### src/p2b_defines.vh
/*
 constants for the port 2 transceiver basic control and status bank:
 register byte offsets, bit positions inside each register and reset
 values. assumes a 12-bit byte address and 16-bit register data.
*/
//
// Overview of operation
// far-end loopback bit loops port 1 traffic
// speed bit forces 100 or 10, resets 1
// negotiation enable bit, resets enabled
// power-down bit powers transceiver down, resets 0
// restart bit restarts negotiation, self-clears
// duplex bit forces full/half when negotiation off
// failed negotiation always gives half duplex
// crossover algorithm select, resets 1
// force-crossover bit forces crossed pin assignment
// crossover-disable bit stops automatic detection
// fault-detect disable bit, fiber mode only
// transmit-disable bit stops transmission, resets 0
// isolate and collision-test bits read 0
// capability bits constant, T4 reads 0
// negotiation-complete status bit
// far-end-fault status bit in fiber mode
// negotiation-capable bit always reads 1
// link status bit follows link
// extended, preamble, jabber bits read 0
// aliased bits share one storage element
`ifndef P2B_DEFINES_VH
`define P2B_DEFINES_VH

// bus shape
`define P2B_AW 12
`define P2B_DW 16
`define P2B_ZERO 16'h0000

// register byte offsets
`define P2B_OFS_CTRL 12'h058
`define P2B_OFS_STAT 12'h05A
`define P2B_OFS_CR4 12'h080
`define P2B_OFS_SR 12'h082

// basic control bit positions
`define P2B_C_FLB 14
`define P2B_C_SPD 13
`define P2B_C_ANE 12
`define P2B_C_PD 11
`define P2B_C_RST 9
`define P2B_C_FD 8
`define P2B_C_XALG 5
`define P2B_C_FMDIX 4
`define P2B_C_DMDIX 3
`define P2B_C_DFEF 2
`define P2B_C_DTX 1

// basic status bit positions
`define P2B_S_T4 15
`define P2B_S_TXF 14
`define P2B_S_TXH 13
`define P2B_S_TF 12
`define P2B_S_TH 11
`define P2B_S_ANC 5
`define P2B_S_FEF 4
`define P2B_S_ANA 3
`define P2B_S_LNK 2

// control four bit positions
`define P2B_F_DTX 14
`define P2B_F_RST 13
`define P2B_F_DFEF 12
`define P2B_F_PD 11
`define P2B_F_DMDIX 10
`define P2B_F_FMDIX 9
`define P2B_F_FLB 8
`define P2B_F_ANE 7
`define P2B_F_SPD 6
`define P2B_F_FD 5
`define P2B_F_ADV_HI 4
`define P2B_F_ADV_LO 0

// status alias bit positions
`define P2B_A_XALG 15
`define P2B_A_FEF 8
`define P2B_A_ANC 6
`define P2B_A_LNK 5
`define P2B_A_LP_HI 4
`define P2B_A_LP_LO 0

// reset values
`define P2B_RST_FLB 1'h0
`define P2B_RST_SPD 1'h1
`define P2B_RST_ANE 1'h1
`define P2B_RST_PD 1'h0
`define P2B_RST_FD 1'h1
`define P2B_RST_XALG 1'h1
`define P2B_RST_FMDIX 1'h0
`define P2B_RST_DMDIX 1'h0
`define P2B_RST_DFEF 1'h0
`define P2B_RST_DTX 1'h0
`define P2B_RST_ADV 5'h1F
`define P2B_ONE 1'h1
`define P2B_NIL 1'h0

`endif

### src/p2b_ctrl_regs.v
/*
 basic control and basic status register pair of the port 2
 transceiver, plus the control four and status alias registers whose
 aliased bits share storage with them. drives the transceiver control lines
 and hands the forced settings to the mode resolver, whose registered
 speed and duplex come back out as the resolved mode.
 every aliased bit is one flip-flop: a write through either address
 lands in the same element, and both addresses read it back, so the
 two views can never drift apart.
 the restart bit is the only self-clearing bit; it reads one only in
 the cycle after the write that set it.
 reserved, unsupported and unmapped bits read zero and ignore writes;
 the basic status register is read-only as a whole.
 the far-end-fault status is masked by fiber mode and by its detect
 disable bit, so a copper port always reads it clear.
 assumes a plain register port: one-cycle read or write strobes, never
 both at once, read data in the following cycle only, and zero
 otherwise.
 assumes the status inputs are synchronous to clk_sys and stable for
 the cycle in which a read strobe is sampled.
 assumes a synchronous active-low reset held for at least one edge.
*/
// Design decision made here: the plain strobed port.
`include "p2b_defines.vh"

module p2b_ctrl_regs (
  // clock and reset
  input wire clk_sys,
  input wire nrst,
  // register port
  input wire [`P2B_AW-1:0] reg_addr,
  input wire [`P2B_DW-1:0] reg_wdata,
  input wire reg_wr,
  input wire reg_rd,
  output reg [`P2B_DW-1:0] reg_rdata,
  // transceiver status
  input wire an_complete,
  input wire an_failed,
  input wire an_res_100,
  input wire an_res_full,
  input wire link_up,
  input wire far_fault,
  input wire fiber_mode,
  input wire [4:0] lp_ability,
  // transceiver control
  output wire far_loopback,
  output wire force_100,
  output wire an_enable,
  output wire power_down,
  output wire an_restart,
  output wire force_full,
  output wire xover_alg_sel,
  output wire force_mdix,
  output wire mdix_disable,
  output wire fef_detect_en,
  output wire tx_disable,
  output wire [4:0] adv_ability,
  // resolved mode
  output wire op_speed_100,
  output wire op_full_duplex
);

  // shared storage, one element per aliased bit, plus the unaliased advertisement bits
  reg flb_r;
  reg spd_r;
  reg ane_r;
  reg pd_r;
  reg fd_r;
  reg xalg_r;
  reg fmdix_r;
  reg dmdix_r;
  reg dfef_r;
  reg dtx_r;
  reg [4:0] adv_r;

  // restart pulse and its set request
  wire rst_bit;
  wire restart_set;

  // read mux output
  reg [`P2B_DW-1:0] rd_mux;

  // read data before its register
  reg [`P2B_DW-1:0] rdata_nxt;

  // address decode
  wire sel_ctrl;
  wire sel_stat;
  wire sel_cr4;
  wire sel_sr;

  // write strobes
  wire wr_ctrl;
  wire wr_cr4;
  wire wr_sr;

  // qualified status
  wire fef_seen;

  assign sel_ctrl = (reg_addr == `P2B_OFS_CTRL);
  assign sel_stat = (reg_addr == `P2B_OFS_STAT);
  assign sel_cr4 = (reg_addr == `P2B_OFS_CR4);
  assign sel_sr = (reg_addr == `P2B_OFS_SR);

  // write strobes, one per writable address
  assign wr_ctrl = reg_wr & sel_ctrl;
  assign wr_cr4 = reg_wr & sel_cr4;
  assign wr_sr = reg_wr & sel_sr;

  // far-end loopback, written through either alias
  always @(posedge clk_sys) begin
    if (!nrst) begin
      flb_r <= `P2B_RST_FLB;
    end else if (wr_ctrl) begin
      flb_r <= reg_wdata[`P2B_C_FLB];
    end else if (wr_cr4) begin
      flb_r <= reg_wdata[`P2B_F_FLB];
    end
  end

  // forced speed
  always @(posedge clk_sys) begin
    if (!nrst) begin
      spd_r <= `P2B_RST_SPD;
    end else if (wr_ctrl) begin
      spd_r <= reg_wdata[`P2B_C_SPD];
    end else if (wr_cr4) begin
      spd_r <= reg_wdata[`P2B_F_SPD];
    end
  end

  // negotiation enable
  always @(posedge clk_sys) begin
    if (!nrst) begin
      ane_r <= `P2B_RST_ANE;
    end else if (wr_ctrl) begin
      ane_r <= reg_wdata[`P2B_C_ANE];
    end else if (wr_cr4) begin
      ane_r <= reg_wdata[`P2B_F_ANE];
    end
  end

  // power-down
  always @(posedge clk_sys) begin
    if (!nrst) begin
      pd_r <= `P2B_RST_PD;
    end else if (wr_ctrl) begin
      pd_r <= reg_wdata[`P2B_C_PD];
    end else if (wr_cr4) begin
      pd_r <= reg_wdata[`P2B_F_PD];
    end
  end

  // forced duplex
  always @(posedge clk_sys) begin
    if (!nrst) begin
      fd_r <= `P2B_RST_FD;
    end else if (wr_ctrl) begin
      fd_r <= reg_wdata[`P2B_C_FD];
    end else if (wr_cr4) begin
      fd_r <= reg_wdata[`P2B_F_FD];
    end
  end

  // crossover algorithm, its alias sits in the status alias register
  always @(posedge clk_sys) begin
    if (!nrst) begin
      xalg_r <= `P2B_RST_XALG;
    end else if (wr_ctrl) begin
      xalg_r <= reg_wdata[`P2B_C_XALG];
    end else if (wr_sr) begin
      xalg_r <= reg_wdata[`P2B_A_XALG];
    end
  end

  // forced crossed pin assignment
  always @(posedge clk_sys) begin
    if (!nrst) begin
      fmdix_r <= `P2B_RST_FMDIX;
    end else if (wr_ctrl) begin
      fmdix_r <= reg_wdata[`P2B_C_FMDIX];
    end else if (wr_cr4) begin
      fmdix_r <= reg_wdata[`P2B_F_FMDIX];
    end
  end

  // automatic crossover disable
  always @(posedge clk_sys) begin
    if (!nrst) begin
      dmdix_r <= `P2B_RST_DMDIX;
    end else if (wr_ctrl) begin
      dmdix_r <= reg_wdata[`P2B_C_DMDIX];
    end else if (wr_cr4) begin
      dmdix_r <= reg_wdata[`P2B_F_DMDIX];
    end
  end

  // far-end-fault detection disable
  always @(posedge clk_sys) begin
    if (!nrst) begin
      dfef_r <= `P2B_RST_DFEF;
    end else if (wr_ctrl) begin
      dfef_r <= reg_wdata[`P2B_C_DFEF];
    end else if (wr_cr4) begin
      dfef_r <= reg_wdata[`P2B_F_DFEF];
    end
  end

  // transmit disable
  always @(posedge clk_sys) begin
    if (!nrst) begin
      dtx_r <= `P2B_RST_DTX;
    end else if (wr_ctrl) begin
      dtx_r <= reg_wdata[`P2B_C_DTX];
    end else if (wr_cr4) begin
      dtx_r <= reg_wdata[`P2B_F_DTX];
    end
  end

  // advertisement bits, reachable here only through control four
  always @(posedge clk_sys) begin
    if (!nrst) begin
      adv_r <= `P2B_RST_ADV;
    end else if (wr_cr4) begin
      adv_r <= reg_wdata[`P2B_F_ADV_HI:`P2B_F_ADV_LO];
    end
  end

  // restart request, from whichever alias is written
  assign restart_set = (wr_ctrl & reg_wdata[`P2B_C_RST]) |
                       (wr_cr4 & reg_wdata[`P2B_F_RST]);

  // restart is self-clearing; either alias may trigger it
  p2b_restart_pulse u_restart (
    .clk_sys(clk_sys),
    .nrst(nrst),
    .set_req(restart_set),
    .bit_r(rst_bit)
  );

  // speed and duplex the transceiver actually runs at
  p2b_mode_resolve u_mode (
    .clk_sys(clk_sys),
    .nrst(nrst),
    .an_enable(ane_r),
    .force_100(spd_r),
    .force_full(fd_r),
    .an_complete(an_complete),
    .an_failed(an_failed),
    .an_res_100(an_res_100),
    .an_res_full(an_res_full),
    .op_100_r(op_speed_100),
    .op_full_r(op_full_duplex)
  );

  // fault only means something on fiber; copper reads it as clear
  assign fef_seen = fiber_mode & far_fault & ~dfef_r;

  // control lines straight from storage, except fef_detect_en, which is also gated by fiber_mode
  assign far_loopback = flb_r;
  assign force_100 = spd_r;
  assign an_enable = ane_r;
  assign power_down = pd_r;
  assign an_restart = rst_bit;
  assign force_full = fd_r;
  assign xover_alg_sel = xalg_r;
  assign force_mdix = fmdix_r;
  assign mdix_disable = dmdix_r;
  assign fef_detect_en = fiber_mode & ~dfef_r;
  assign tx_disable = dtx_r;
  assign adv_ability = adv_r;

  // read mux; unsupported and reserved bits stay zero
  always @* begin
    rd_mux = `P2B_ZERO;
    case (1'h1)
      sel_ctrl: begin
        rd_mux[`P2B_C_FLB] = flb_r;
        rd_mux[`P2B_C_SPD] = spd_r;
        rd_mux[`P2B_C_ANE] = ane_r;
        rd_mux[`P2B_C_PD] = pd_r;
        rd_mux[`P2B_C_RST] = rst_bit;
        rd_mux[`P2B_C_FD] = fd_r;
        rd_mux[`P2B_C_XALG] = xalg_r;
        rd_mux[`P2B_C_FMDIX] = fmdix_r;
        rd_mux[`P2B_C_DMDIX] = dmdix_r;
        rd_mux[`P2B_C_DFEF] = dfef_r;
        rd_mux[`P2B_C_DTX] = dtx_r;
      end
      sel_stat: begin
        rd_mux[`P2B_S_T4] = `P2B_NIL;
        rd_mux[`P2B_S_TXF] = `P2B_ONE;
        rd_mux[`P2B_S_TXH] = `P2B_ONE;
        rd_mux[`P2B_S_TF] = `P2B_ONE;
        rd_mux[`P2B_S_TH] = `P2B_ONE;
        rd_mux[`P2B_S_ANC] = an_complete;
        rd_mux[`P2B_S_FEF] = fef_seen;
        rd_mux[`P2B_S_ANA] = `P2B_ONE;
        rd_mux[`P2B_S_LNK] = link_up;
      end
      sel_cr4: begin
        rd_mux[`P2B_F_DTX] = dtx_r;
        rd_mux[`P2B_F_RST] = rst_bit;
        rd_mux[`P2B_F_DFEF] = dfef_r;
        rd_mux[`P2B_F_PD] = pd_r;
        rd_mux[`P2B_F_DMDIX] = dmdix_r;
        rd_mux[`P2B_F_FMDIX] = fmdix_r;
        rd_mux[`P2B_F_FLB] = flb_r;
        rd_mux[`P2B_F_ANE] = ane_r;
        rd_mux[`P2B_F_SPD] = spd_r;
        rd_mux[`P2B_F_FD] = fd_r;
        rd_mux[`P2B_F_ADV_HI:`P2B_F_ADV_LO] = adv_r;
      end
      sel_sr: begin
        rd_mux[`P2B_A_XALG] = xalg_r;
        rd_mux[`P2B_A_FEF] = fef_seen;
        rd_mux[`P2B_A_ANC] = an_complete;
        rd_mux[`P2B_A_LNK] = link_up;
        rd_mux[`P2B_A_LP_HI:`P2B_A_LP_LO] = lp_ability;
      end
      default: begin
        rd_mux = `P2B_ZERO;
      end
    endcase
  end

  // data stands only in the cycle after the read strobe
  always @* begin
    rdata_nxt = `P2B_ZERO;
    if (reg_rd) begin
      rdata_nxt = rd_mux;
    end
  end

  // read data register
  always @(posedge clk_sys) begin
    if (!nrst) begin
      reg_rdata <= `P2B_ZERO;
    end else begin
      reg_rdata <= rdata_nxt;
    end
  end

endmodule

### src/p2b_restart_pulse.v
/*
 self-clearing restart-negotiation bit. a write of one sets the bit,
 which then clears on the next edge; the bit itself is the pulse.
 assumes the set strobe is one cycle long.
*/
`include "p2b_defines.vh"

module p2b_restart_pulse (
  // clock and reset
  input wire clk_sys,
  input wire nrst,
  // set request
  input wire set_req,
  // bit state, also the restart pulse
  output reg bit_r
);

  reg bit_nxt;

  // set wins over the self-clear, so back-to-back writes keep it high
  always @* begin
    bit_nxt = `P2B_NIL;
    if (set_req) begin
      bit_nxt = `P2B_ONE;
    end
  end

  // bit lives exactly one cycle after each write of one
  always @(posedge clk_sys) begin
    if (!nrst) begin
      bit_r <= `P2B_NIL;
    end else begin
      bit_r <= bit_nxt;
    end
  end

endmodule

### src/p2b_mode_resolve.v
/*
 resolves the operating speed and duplex of the port 2 transceiver
 from the forced settings and the negotiation outcome.
 assumes the negotiation inputs are synchronous to clk_sys.
*/
`include "p2b_defines.vh"

module p2b_mode_resolve (
  // clock and reset
  input wire clk_sys,
  input wire nrst,
  // forced settings
  input wire an_enable,
  input wire force_100,
  input wire force_full,
  // negotiation outcome
  input wire an_complete,
  input wire an_failed,
  input wire an_res_100,
  input wire an_res_full,
  // resolved mode
  output reg op_100_r,
  output reg op_full_r
);

  reg op_100_nxt;
  reg op_full_nxt;

  // forced values only count while negotiation is off
  always @* begin
    op_100_nxt = force_100;
    op_full_nxt = force_full;
    if (an_enable) begin
      op_100_nxt = an_res_100;
      // a failed or unfinished negotiation never claims full duplex
      op_full_nxt = an_complete & an_res_full & ~an_failed;
    end
  end

  // registered so the mode outputs never glitch
  always @(posedge clk_sys) begin
    if (!nrst) begin
      op_100_r <= `P2B_RST_SPD;
      op_full_r <= `P2B_NIL;
    end else begin
      op_100_r <= op_100_nxt;
      op_full_r <= op_full_nxt;
    end
  end

endmodule

### config.mk
export PLATFORM = sky130hd
export DESIGN_NAME = p2b_ctrl_regs
export DESIGN_NICKNAME = d
export VERILOG_FILES = /design/src/p2b_ctrl_regs.v /design/src/p2b_restart_pulse.v /design/src/p2b_mode_resolve.v
export VERILOG_INCLUDE_DIRS = /design/src
export SDC_FILE = /design/constraint.sdc
export NUM_CORES = 1
export LEC_CHECK = 0
export BUFFER_PORTS_ARGS = -buffer_cell sky130_fd_sc_hd__clkbuf_2
export CAP_MARGIN = 10
export CORE_ASPECT_RATIO = 1.4
export CORE_MARGIN = 2
export CORE_UTILIZATION = 35
export DETAILED_ROUTE_END_ITERATION = 8
export PLACE_DENSITY = 0.66
export SETUP_SLACK_MARGIN = 0.4
export SYNTH_ARGS = -nofsm -noshare
export SYNTH_HDL_FRONTEND = slang
export SYNTH_SLANG_ARGS = --single-unit
### constraint.sdc
create_clock -name clk_sys -period 1.5 [get_ports clk_sys]
set_clock_uncertainty 0.1 [all_clocks]
set_input_delay 0.225 -clock clk_sys [delete_from_list [all_inputs] [get_ports clk_sys]]
set_output_delay 0.225 -clock clk_sys [all_outputs]
set_load 0.01 [all_outputs]
==> impl_metrics.toml, run 1 <==
[clock_tree]
cts_sinks = 34
cts_made_buffers = 5
cts-root-buf = "clkbuf_8"
clk-insertion-delay-late_ps = 290
cts_tree = "yes"
clk_pin_slew_ps = 70
hold_buffers = 0
cts_max_level = 2
clock_path_buffers = 2

[power]
power_density_mw_per_mm2 = 630.6
p_total_w = 0.001814
ir_drop_mv = 0.4050
p_leak_nw = 1.355

[place]
dp_worst_setup_slack_ps = -212.4
hpwl_um = 4016
gp_congestion = 0.8844
port_buffers = 77

[final_layout]
final_layout_size_suffix_gt1_share_pct = 66.89
area_delta_synth_final_pct = 74.56
fillers = 368
antenna_cells = 0
final_nets = 342

[sta]
period_share_pct = 94.50
final-hold-violation-count = 0
period_minus_slack_ps = 1417
slew_violations = 0
setup_slack_ps = 82.52
tightestPinTransition_ps = 314.0
max_freq_mhz = 705.5
slew_headroom_pct = 79.00
rsz0062_at_grt = "true"
setup_viol = 0

[floorplan]
die_w_um = 61.99
die_h_um = 85.19
boundaryPins = 78
core_area_mm2 = 0.004536
initial_core_util_pct = 36.33
fp.dieArea_mm2 = 0.005281
num_rows = 29

[global_routing]
grt_max_degree = 25
grt_first_pass_wirelength_um = 8673
grt_use_total_pct = 22.33
overflow = 0
antenna_found_initial = 0
grt_pass1_vias = 1790

[status]
status = "finished, final reports clean"

[drt]
drc = 0
drt_pass1_iterations = 4
wl_per_cell_um = 15.97
routed_wl_um = 5765
num_vias = 1874
drtAntennaViolNets = 0
first_iter_violations = 81
avgViaCountPerCell = 5.191

[yosys]
syn_inst = 171
yosys-top-cells-count = "dfxtp_1 (34), nand3_1 (15), nand2_1 (14), mux2i_1 (11)"
synth.distinct_cells = 47
yosysTopAreaCell = "dfxtp_1"
synth.area.top_cells = "dfxtp_1 (41%), mux2i_1 (6.7%), nand3_1 (4.6%)"
synth_fp_nets = 215
yosys_warnings = 0
ys.flop_type = "dfxtp_1"
syn_area_per_cell_um2 = 9.636
yosysMostFrequentCell = "dfxtp_1"
ys_ff_latch = 34
async_flop_share_pct = 0
synth_area_mm2 = 0.001648
ys_seq_area_share_pct = 41.31
synth-edff-count = 0
yosysTopAreaCellShare_pct = 41.31

[worst_setup_path]
required_ps = 1630
start_kind = "primary input"
rr_worst_depth = 5
arrival_ps = 1550
cp_max_fo = 3
critPathKind = "in -> reg"
end_kind = "register"

[hold_path]
min_delay_path_depth = 3
hold_path_class = "in -> reg"

[job]
maxCapViolations = 0
[cell type report]
| class | count | area [um^2] | share of cell area, % |
|---|---|---|---|
| clock buffers | 7 | 86.33 | 3.001 |
| inverters | 4 | 15.01 | 0.5220 |
| multi-input cells | 123 | 1056 | 36.71 |
| repair buffers | 130 | 925.9 | 32.19 |
| well taps | 62 | 77.57 | 2.697 |
| flip-flops and latches | 34 | 710.7 | 24.71 |
| clock inverters | 1 | 5.005 | 0.1740 |
[worst max-delay path: stages]
cell	delay, ps
buf_6	90
or4_4	580
nor3_4	310
buf_4	170
o221a_2	170
[flip-flops by register name (all words and copies together) (netlist names)]
register / flops
an_enable: 1
force_mdix: 1
u_mode.op_full_r: 1
dfef_r: 1
u_restart.bit_r: 1
power_down: 1
force_full: 1
far_loopback: 1
u_mode.op_100_r: 1
tx_disable: 1
adv_ability: 5
force_100: 1
mdix_disable: 1
xover_alg_sel: 1
reg_rdata: 16
[cell usage in the layout (no fill, tap or decap), types with 3 or more instances in the layout]
cell and n:
nand3_1 15, o221a_4 3, and3_1 5, dfxtp_4 4, inv_1 4, nor2_1 4, buf_4 44, nand2_1 12
clkbuf_2 61, o22ai_2 4, dfxtp_2 12, a22oi_2 3, and2_4 6, clkbuf_8 6, mux2i_1 11, dfxtp_1 18
buf_6 20, a22oi_1 3, a21oi_1 5, o22ai_1 3, o21ai_2 5
[layer usage]
metal	vias to the layer above	GRT usage, %	share of wire (%)	wire [um]
met3	20	3.963	6.5	372
met2	89	37.22	51	2929
met1	873	26.86	39	2240
met4	0	9.865	3.9	223
li1	892	-	-	-
met5	-	0	0	0
[power breakdown]
group          internal, W  switching (W)  leakage (nW)  total (W)
logic             0.000113       0.000107          1.03   0.000220
clock network     0.000370       0.000326        0.0482   0.000696
registers         0.000897    0.000000548         0.275   0.000898
total              0.00138       0.000433          1.36    0.00181
[logic make-up (layout without fill, tap and decap cells)]
family	Yosys count	count (layout)	synth area share (%)
AO/OA/AOI/OAI	43	43	19.97
buffers and inverters	15	142	4.175
flip-flops	34	34	41.31
multiplexers	11	11	6.682
AND/OR/NAND/NOR	68	69	27.87
[through the flow]
| stage | util [%] | hold slack (ps) | setup TNS (ps) | instances | instance area (um^2) |
|---|---|---|---|---|---|
| 2_1_floorplan | - | 253.5 | -65.16 | 171 | 1693 |
| 3_3_place_gp | 50.57 | 341.2 | -2997 | 326 | 2293 |
| 3_5_place_dp | 50.57 | 346.3 | -3568 | 326 | 2293 |
| 4_1_cts | 58.01 | 50.25 | 0 | 351 | 2631 |
| 5_1_grt | 63.42 | 64.36 | 0 | 361 | 2877 |
| 6_report | 63.42 | 48.29 | 0 | 361 | 2877 |
[worst paths after layout]
kind | start | slack (ps) | end
worst max-delay path | reg_addr[8] | 80 | reg_rdata[11]
worst min register to register | xover_alg_sel | 390 | reg_rdata[15]
worst max register to register | dfef_r | 310 | reg_rdata[2]
worst min-delay path | an_res_100 | 50 | u_mode.op_100_r
[timing repair]
item	4_1_cts	5_1_grt
cloned	1	0
pin swaps	15	14
endpoints found under the hold margin	0	0
endpoints found under the setup margin	48	43
buffers inserted	16	10
gates resized for setup	40	47
(Power assumes the default switching activity.)
==> inputs of run 2 (changes only) <==
--- a/config.mk
+++ b/config.mk
@@ -16,4 +16,5 @@
 export SETUP_SLACK_MARGIN = 0.4
 export SYNTH_ARGS = -nofsm -noshare
 export SYNTH_HDL_FRONTEND = slang
+export SYNTH_HIERARCHICAL = 1
 export SYNTH_SLANG_ARGS = --single-unit
==> impl_metrics.toml, run 2 <==
[drt]
first_iter_violations = 53
drt_pass1_iterations = 5
drtAntennaViolNets = 0
num_vias = 1796
routed_wl_um = 5110
drc = 0
wl_per_cell_um = 14.52
avgViaCountPerCell = 5.102

[power]
power_density_mw_per_mm2 = 796.4
seq_power_share_pct = 42.7
p_int_w = 0.001687
switching_share_pct = 19.65
ir_drop_mv = 0.5213
pwr-share-clk_pct = 49.2
p_total_w = 0.002099
pwr-share-comb_pct = 8.1
p_switching_w = 0.0004125
p_leak_nw = 1.237

[yosys]
synth-edff-count = 0
synth.distinct_cells = 43
yosys-top-cells-count = "dfxtp_1 (34), nand2_1 (28), nor2_1 (15), nand3_1 (13), a21oi_1 (9)"
yosysMostFrequentCell = "dfxtp_1"
ys_seq_area_share_pct = 43.91
synth_area_mm2 = 0.001550
syn_area_per_cell_um2 = 8.661
yosysTopAreaCellShare_pct = 43.91
async_flop_share_pct = 0
ys_ff_latch = 34
yosys_warnings = 6
synth_fp_nets = 223
synth.area.top_cells = "dfxtp_1 (44%), nand2_1 (6.8%), nand3_1 (4.2%)"
yosysTopAreaCell = "dfxtp_1"
syn_inst = 179
ys.flop_type = "dfxtp_1"

[floorplan]
fp.dieArea_mm2 = 0.004985
die_h_um = 82.75
num_rows = 28
core_area_mm2 = 0.004239
die_w_um = 60.25
initial_core_util_pct = 36.57
boundaryPins = 78

[sta]
whs_ps = 58.75
final-hold-violation-count = 0
slew_headroom_pct = 79.81
period_share_pct = 86.36
tightestPinTransition_ps = 301.6
slew_violations = 0
period_minus_slack_ps = 1295
rsz0062_at_grt = "true"
setup_viol = 0
max_freq_mhz = 772.0

[place]
gp_congestion = 0.7613
placedCellCount = 321
port_buffers = 77
hpwl_um = 3456
place_area_mm2 = 0.002072

[final_layout]
final_cell_mix = "clkbuf_2 (63), buf_4 (32), nand2_1 (22)"
antenna_cells = 0
area_delta_synth_final_pct = 70.06
final_nets = 335
design_area_mm2 = 0.002636
final_layout_size_suffix_gt1_share_pct = 59.93
post-route-util_pct = 62.19
mostFrequentLayoutCell = "clkbuf_2"
fin_cells = 352
regMostFlops = "reg_rdata"
largest_reg_flops = 16

[clock_tree]
hold_buffers = 0
cts_max_level = 2
cts-root-buf = "clkbuf_8"
clk_pin_slew_ps = 70
clk-insertion-delay-late_ps = 290
cts_sinks = 34
cts_made_buffers = 5
clock_path_buffers = 2
cts_tree = "yes"

[global_routing]
grt_first_pass_wirelength_um = 7065
grt_max_degree = 17
overflow = 0
grt_pass1_vias = 1520
antenna_found_initial = 0
grt_use_total_pct = 19.21

[status]
status = "finished, final reports clean"

[worst_setup_path]
cp_max_fo = 8
start_kind = "primary input"
arrival_ps = 1410
critPathKind = "in -> reg"
end_kind = "register"
r2r_setup_slack_ps = 370
required_ps = 1620

[job]
maxCapViolations = 0

[hold_path]
hold_path_class = "in -> reg"
==> run 2: cells by family (layout without fill, tap and decap cells) <==
| kind of cell | count (synthesis) | after routing | synth area share (%) |
|---|---|---|---|
| and+or+nand+nor | 81 | 83 | 28.01 |
| AOI/OAI and AO/OA | 47 | 47 | 19.21 |
| DFF | 34 | 34 | 43.91 |
| buffers and inverters | 12 | 123 | 5.568 |
| muxes | 5 | 5 | 3.309 |
==> run 2: final cells by class <==
cell class | count | area (um^2)
clock buffers | 6 | 82.58
multi-input cells | 135 | 932.1
fillers | 370 | 1603
repair buffers | 113 | 765.7
flip-flops and latches | 34 | 713.2
inverters | 2 | 7.507
well taps | 60 | 75.07
clock inverters | 2 | 60.06
==> run 2: routing by layer <==
| metal | wire (um) | vias to the layer above | part of all wire (%) | track usage, % |
|---|---|---|---|---|
| met4 | 109 | 0 | 2.1 | 8.889 |
| li1 | - | 872 | - | - |
| met3 | 296 | 11 | 5.8 | 2.960 |
| met2 | 2726 | 84 | 53 | 34.35 |
| met5 | 0 | - | 0 | 0 |
| met1 | 1978 | 829 | 39 | 21.85 |
==> run 2: power by group through the flow <==
stage	sequential (W)	combinational (W)	clock, W
4_1_cts	0.000898	0.000154	0.00104
2_1_floorplan	0.000927	0.0000560	0
5_1_grt	0.000896	0.000183	0.00107
6_report	0.000896	0.000170	0.00103
3_3_place_gp	0.000926	0.000143	0
3_5_place_dp	0.000926	0.000143	0
==> run 2: stage by stage <==
step                      setup WS, ps  setup TNS, ps
after floorplan                  120.2              0
after global placement          -98.48          -1448
after detailed placement        -106.5          -1836
after CTS                        267.3              0
after global routing             149.0              0
final                            204.6              0
==> run 2: repair_timing <==
action / 4_1_cts / 5_1_grt
pin swaps: 4 / 21
setup endpoints to repair: 48 / 45
cloned: 1 / 2
setup buffers: 9 / 11
endpoints found under the hold margin: 0 / 0
resized for setup: 39 / 41
==> run 2: path summary, 6_finish.rpt <==
| path | start | endpoint | cells past startpoint |
|---|---|---|---|
| max | reg_addr[3] | reg_rdata[12] | 6 |
| min | reg_wdata[11] | power_down | 3 |
| max reg2reg | dfef_r | reg_rdata[4] | 5 |
| min reg2reg | adv_ability[3] | adv_ability[3] | 2 |
==> run 2: worst max-delay path, cell delays in order <==
cell	delay [ps]
buf_6	100
nor4b_4	350
nand2_4	160
nor3_4	300
nand3_1	120
a21oi_1	150
==> inputs of run 3 (changes only) <==
--- a/config.mk
+++ b/config.mk
@@ -6,13 +6,13 @@
 export SDC_FILE = /design/constraint.sdc
 export NUM_CORES = 1
 export LEC_CHECK = 0
+export ABC_AREA = 1
 export BUFFER_PORTS_ARGS = -buffer_cell sky130_fd_sc_hd__clkbuf_2
 export CAP_MARGIN = 10
 export CORE_ASPECT_RATIO = 1.4
 export CORE_MARGIN = 2
 export CORE_UTILIZATION = 35
 export DETAILED_ROUTE_END_ITERATION = 8
-export PLACE_DENSITY = 0.66
 export SETUP_SLACK_MARGIN = 0.4
 export SYNTH_ARGS = -nofsm -noshare
 export SYNTH_HDL_FRONTEND = slang
==> impl_metrics.toml, run 3 <==
[worst_setup_path]
end_kind = "register"
startpoint = "reg_addr[10]"
critPathKind = "in -> reg"
start_kind = "primary input"
cp_max_fo = 6
r2r-start = "dfef_r"
required_ps = 1620
arrival_ps = 1340

[yosys]
synth.distinct_cells = 23
ys_seq_area_share_pct = 38.26
synth_fp_nets = 313
synth-edff-count = 0
yosysMostFrequentCell = "nand2_1"
syn_area_per_cell_um2 = 6.614
yosysTopAreaCell = "dfxtp_1"
yosysTopAreaCellShare_pct = 38.26
ys.flop_type = "dfxtp_1"
synth_area_mm2 = 0.001779
synth.area.top_cells = "dfxtp_1 (38%), nand2_1 (19%), nand3_1 (7.6%)"
yosys_warnings = 6
async_flop_share_pct = 0
yosys-top-cells-count = "nand2_1 (88), dfxtp_1 (34), inv_1 (32), nor2_1 (31), nand3_1 (27)"
ys_ff_latch = 34
syn_inst = 269

[clock_tree]
hold_buffers = 0
clk-insertion-delay-late_ps = 290
cts_max_level = 2
cts-root-buf = "clkbuf_8"
cts_sinks = 34
clk_pin_slew_ps = 70
cts_tree = "yes"
cts_made_buffers = 5
clock_path_buffers = 2

[sta]
final-hold-violation-count = 0
setup_viol = 0
period_minus_slack_ps = 1222
slew_violations = 0
period_share_pct = 81.48
rsz0062_at_grt = "true"
tightestPinTransition_ps = 330.4
setup_tns_ps = 0
slew_headroom_pct = 77.95
whs_ps = 49.16
max_freq_mhz = 818.2

[final_layout]
register_area_um2 = 708.2
largest_reg_flops = 16
multi_input_area_mm2 = 0.001062
mostFrequentLayoutCell = "nand2_1"
final_nets = 429
antenna_cells = 0
fillers = 473
regMostFlops = "reg_rdata"
final_layout_size_suffix_gt1_share_pct = 47.67
final_cell_mix = "nand2_1 (75), clkbuf_2 (66), buf_4 (32)"
area_delta_synth_final_pct = 62.24
design_area_mm2 = 0.002887

[global_routing]
grt_max_degree = 21
grt_first_pass_wirelength_um = 8286
grt_pass1_vias = 1875
overflow = 0
antenna_found_initial = 0
grt_use_total_pct = 18.74

[drt]
drc = 0
num_vias = 2114
avgViaCountPerCell = 4.698
first_iter_violations = 81
wl_per_cell_um = 12.08
drtAntennaViolNets = 0
drt_pass1_iterations = 4
routed_wl_um = 5436

[floorplan]
die_h_um = 88.36
core_area_mm2 = 0.004880
die_w_um = 64.26
boundaryPins = 78
num_rows = 30
initial_core_util_pct = 36.46
fp.dieArea_mm2 = 0.005678

[place]
gp_congestion = 0.8463
place_area_mm2 = 0.002338
port_buffers = 77
hpwl_um = 3969

[power]
power_density_mw_per_mm2 = 669.5
ir_drop_mv = 0.3773
p_leak_nw = 1.528

[job]
maxCapViolations = 0

[status]
status = "finished, final reports clean"

[hold_path]
hp-start = "an_res_100"
hold_path_class = "in -> reg"
==> run 3: path summary, 6_finish.rpt <==
| check | to | slack, ps | cells after the start |
|---|---|---|---|
| setup / recovery | tx_disable | 280 | 10 |
| hold / removal | u_mode/op_100_r | 50 | 3 |
| setup reg to reg | reg_rdata[8] | 360 | 6 |
| hold reg to reg | reg_rdata[7] | 410 | 2 |
==> run 3: layout make-up <==
cell class | count | area share (%)
Clock inverter | 1 | 1.040
Multi-Input combinational cell | 195 | 36.80
Clock buffer | 7 | 2.644
Inverter | 33 | 4.291
Timing Repair Buffer | 116 | 27.92
Tap cell | 64 | 2.774
Sequential cell | 34 | 24.53
==> run 3: what timing repair did <==
action                     in CTS  in global routing
cloned                          0                  2
pin swaps                       4                 21
setup endpoints to repair      40                 40
resized for setup              18                 61
setup buffers                  13                 10
==> run 3: per-layer routing <==
metal	GRT usage, %	up-vias	share of wire [%]
li1	-	1080	-
met1	21.35	948	41
met2	34.00	77	51
met3	3.562	9	5.8
met4	8.317	0	1.9
met5	0	-	0
==> run 3: power by group <==
part	switching, W	internal [W]
clock network	0.000332	0.000497
logic	0.000113	0.0000908
registers	0.000000639	0.000899
==> run 3: cells by family after synthesis <==
logic type	count (synthesis)	share of synthesized area, %
AOI/OAI and AO/OA	21	6.610
buffers and inverters	40	9.704
DFF	34	38.26
and+or+nand+nor	174	45.43
==> run 3: metrics by stage <==
stage          cells  setup slack (ps)  power [W]  util (%)
2_1_floorplan    269             257.8  0.0009986         -
3_3_place_gp     417            -9.528   0.001100     47.92
3_5_place_dp     417        -0.0006661   0.001101     47.92
4_1_cts          438             308.8   0.001918     53.05
5_1_grt          450             183.6   0.002004     59.15
6_report         450             277.8   0.001932     59.15
==> run 3: worst max-delay path: stages <==
cell and delay [ps]:
buf_6 90, nor2_4 140, nand2_4 80, nor2_4 170
buf_6 140, nand3_4 120, buf_6 170, nand3b_1 70
nand2_1 50, nor2_1 80
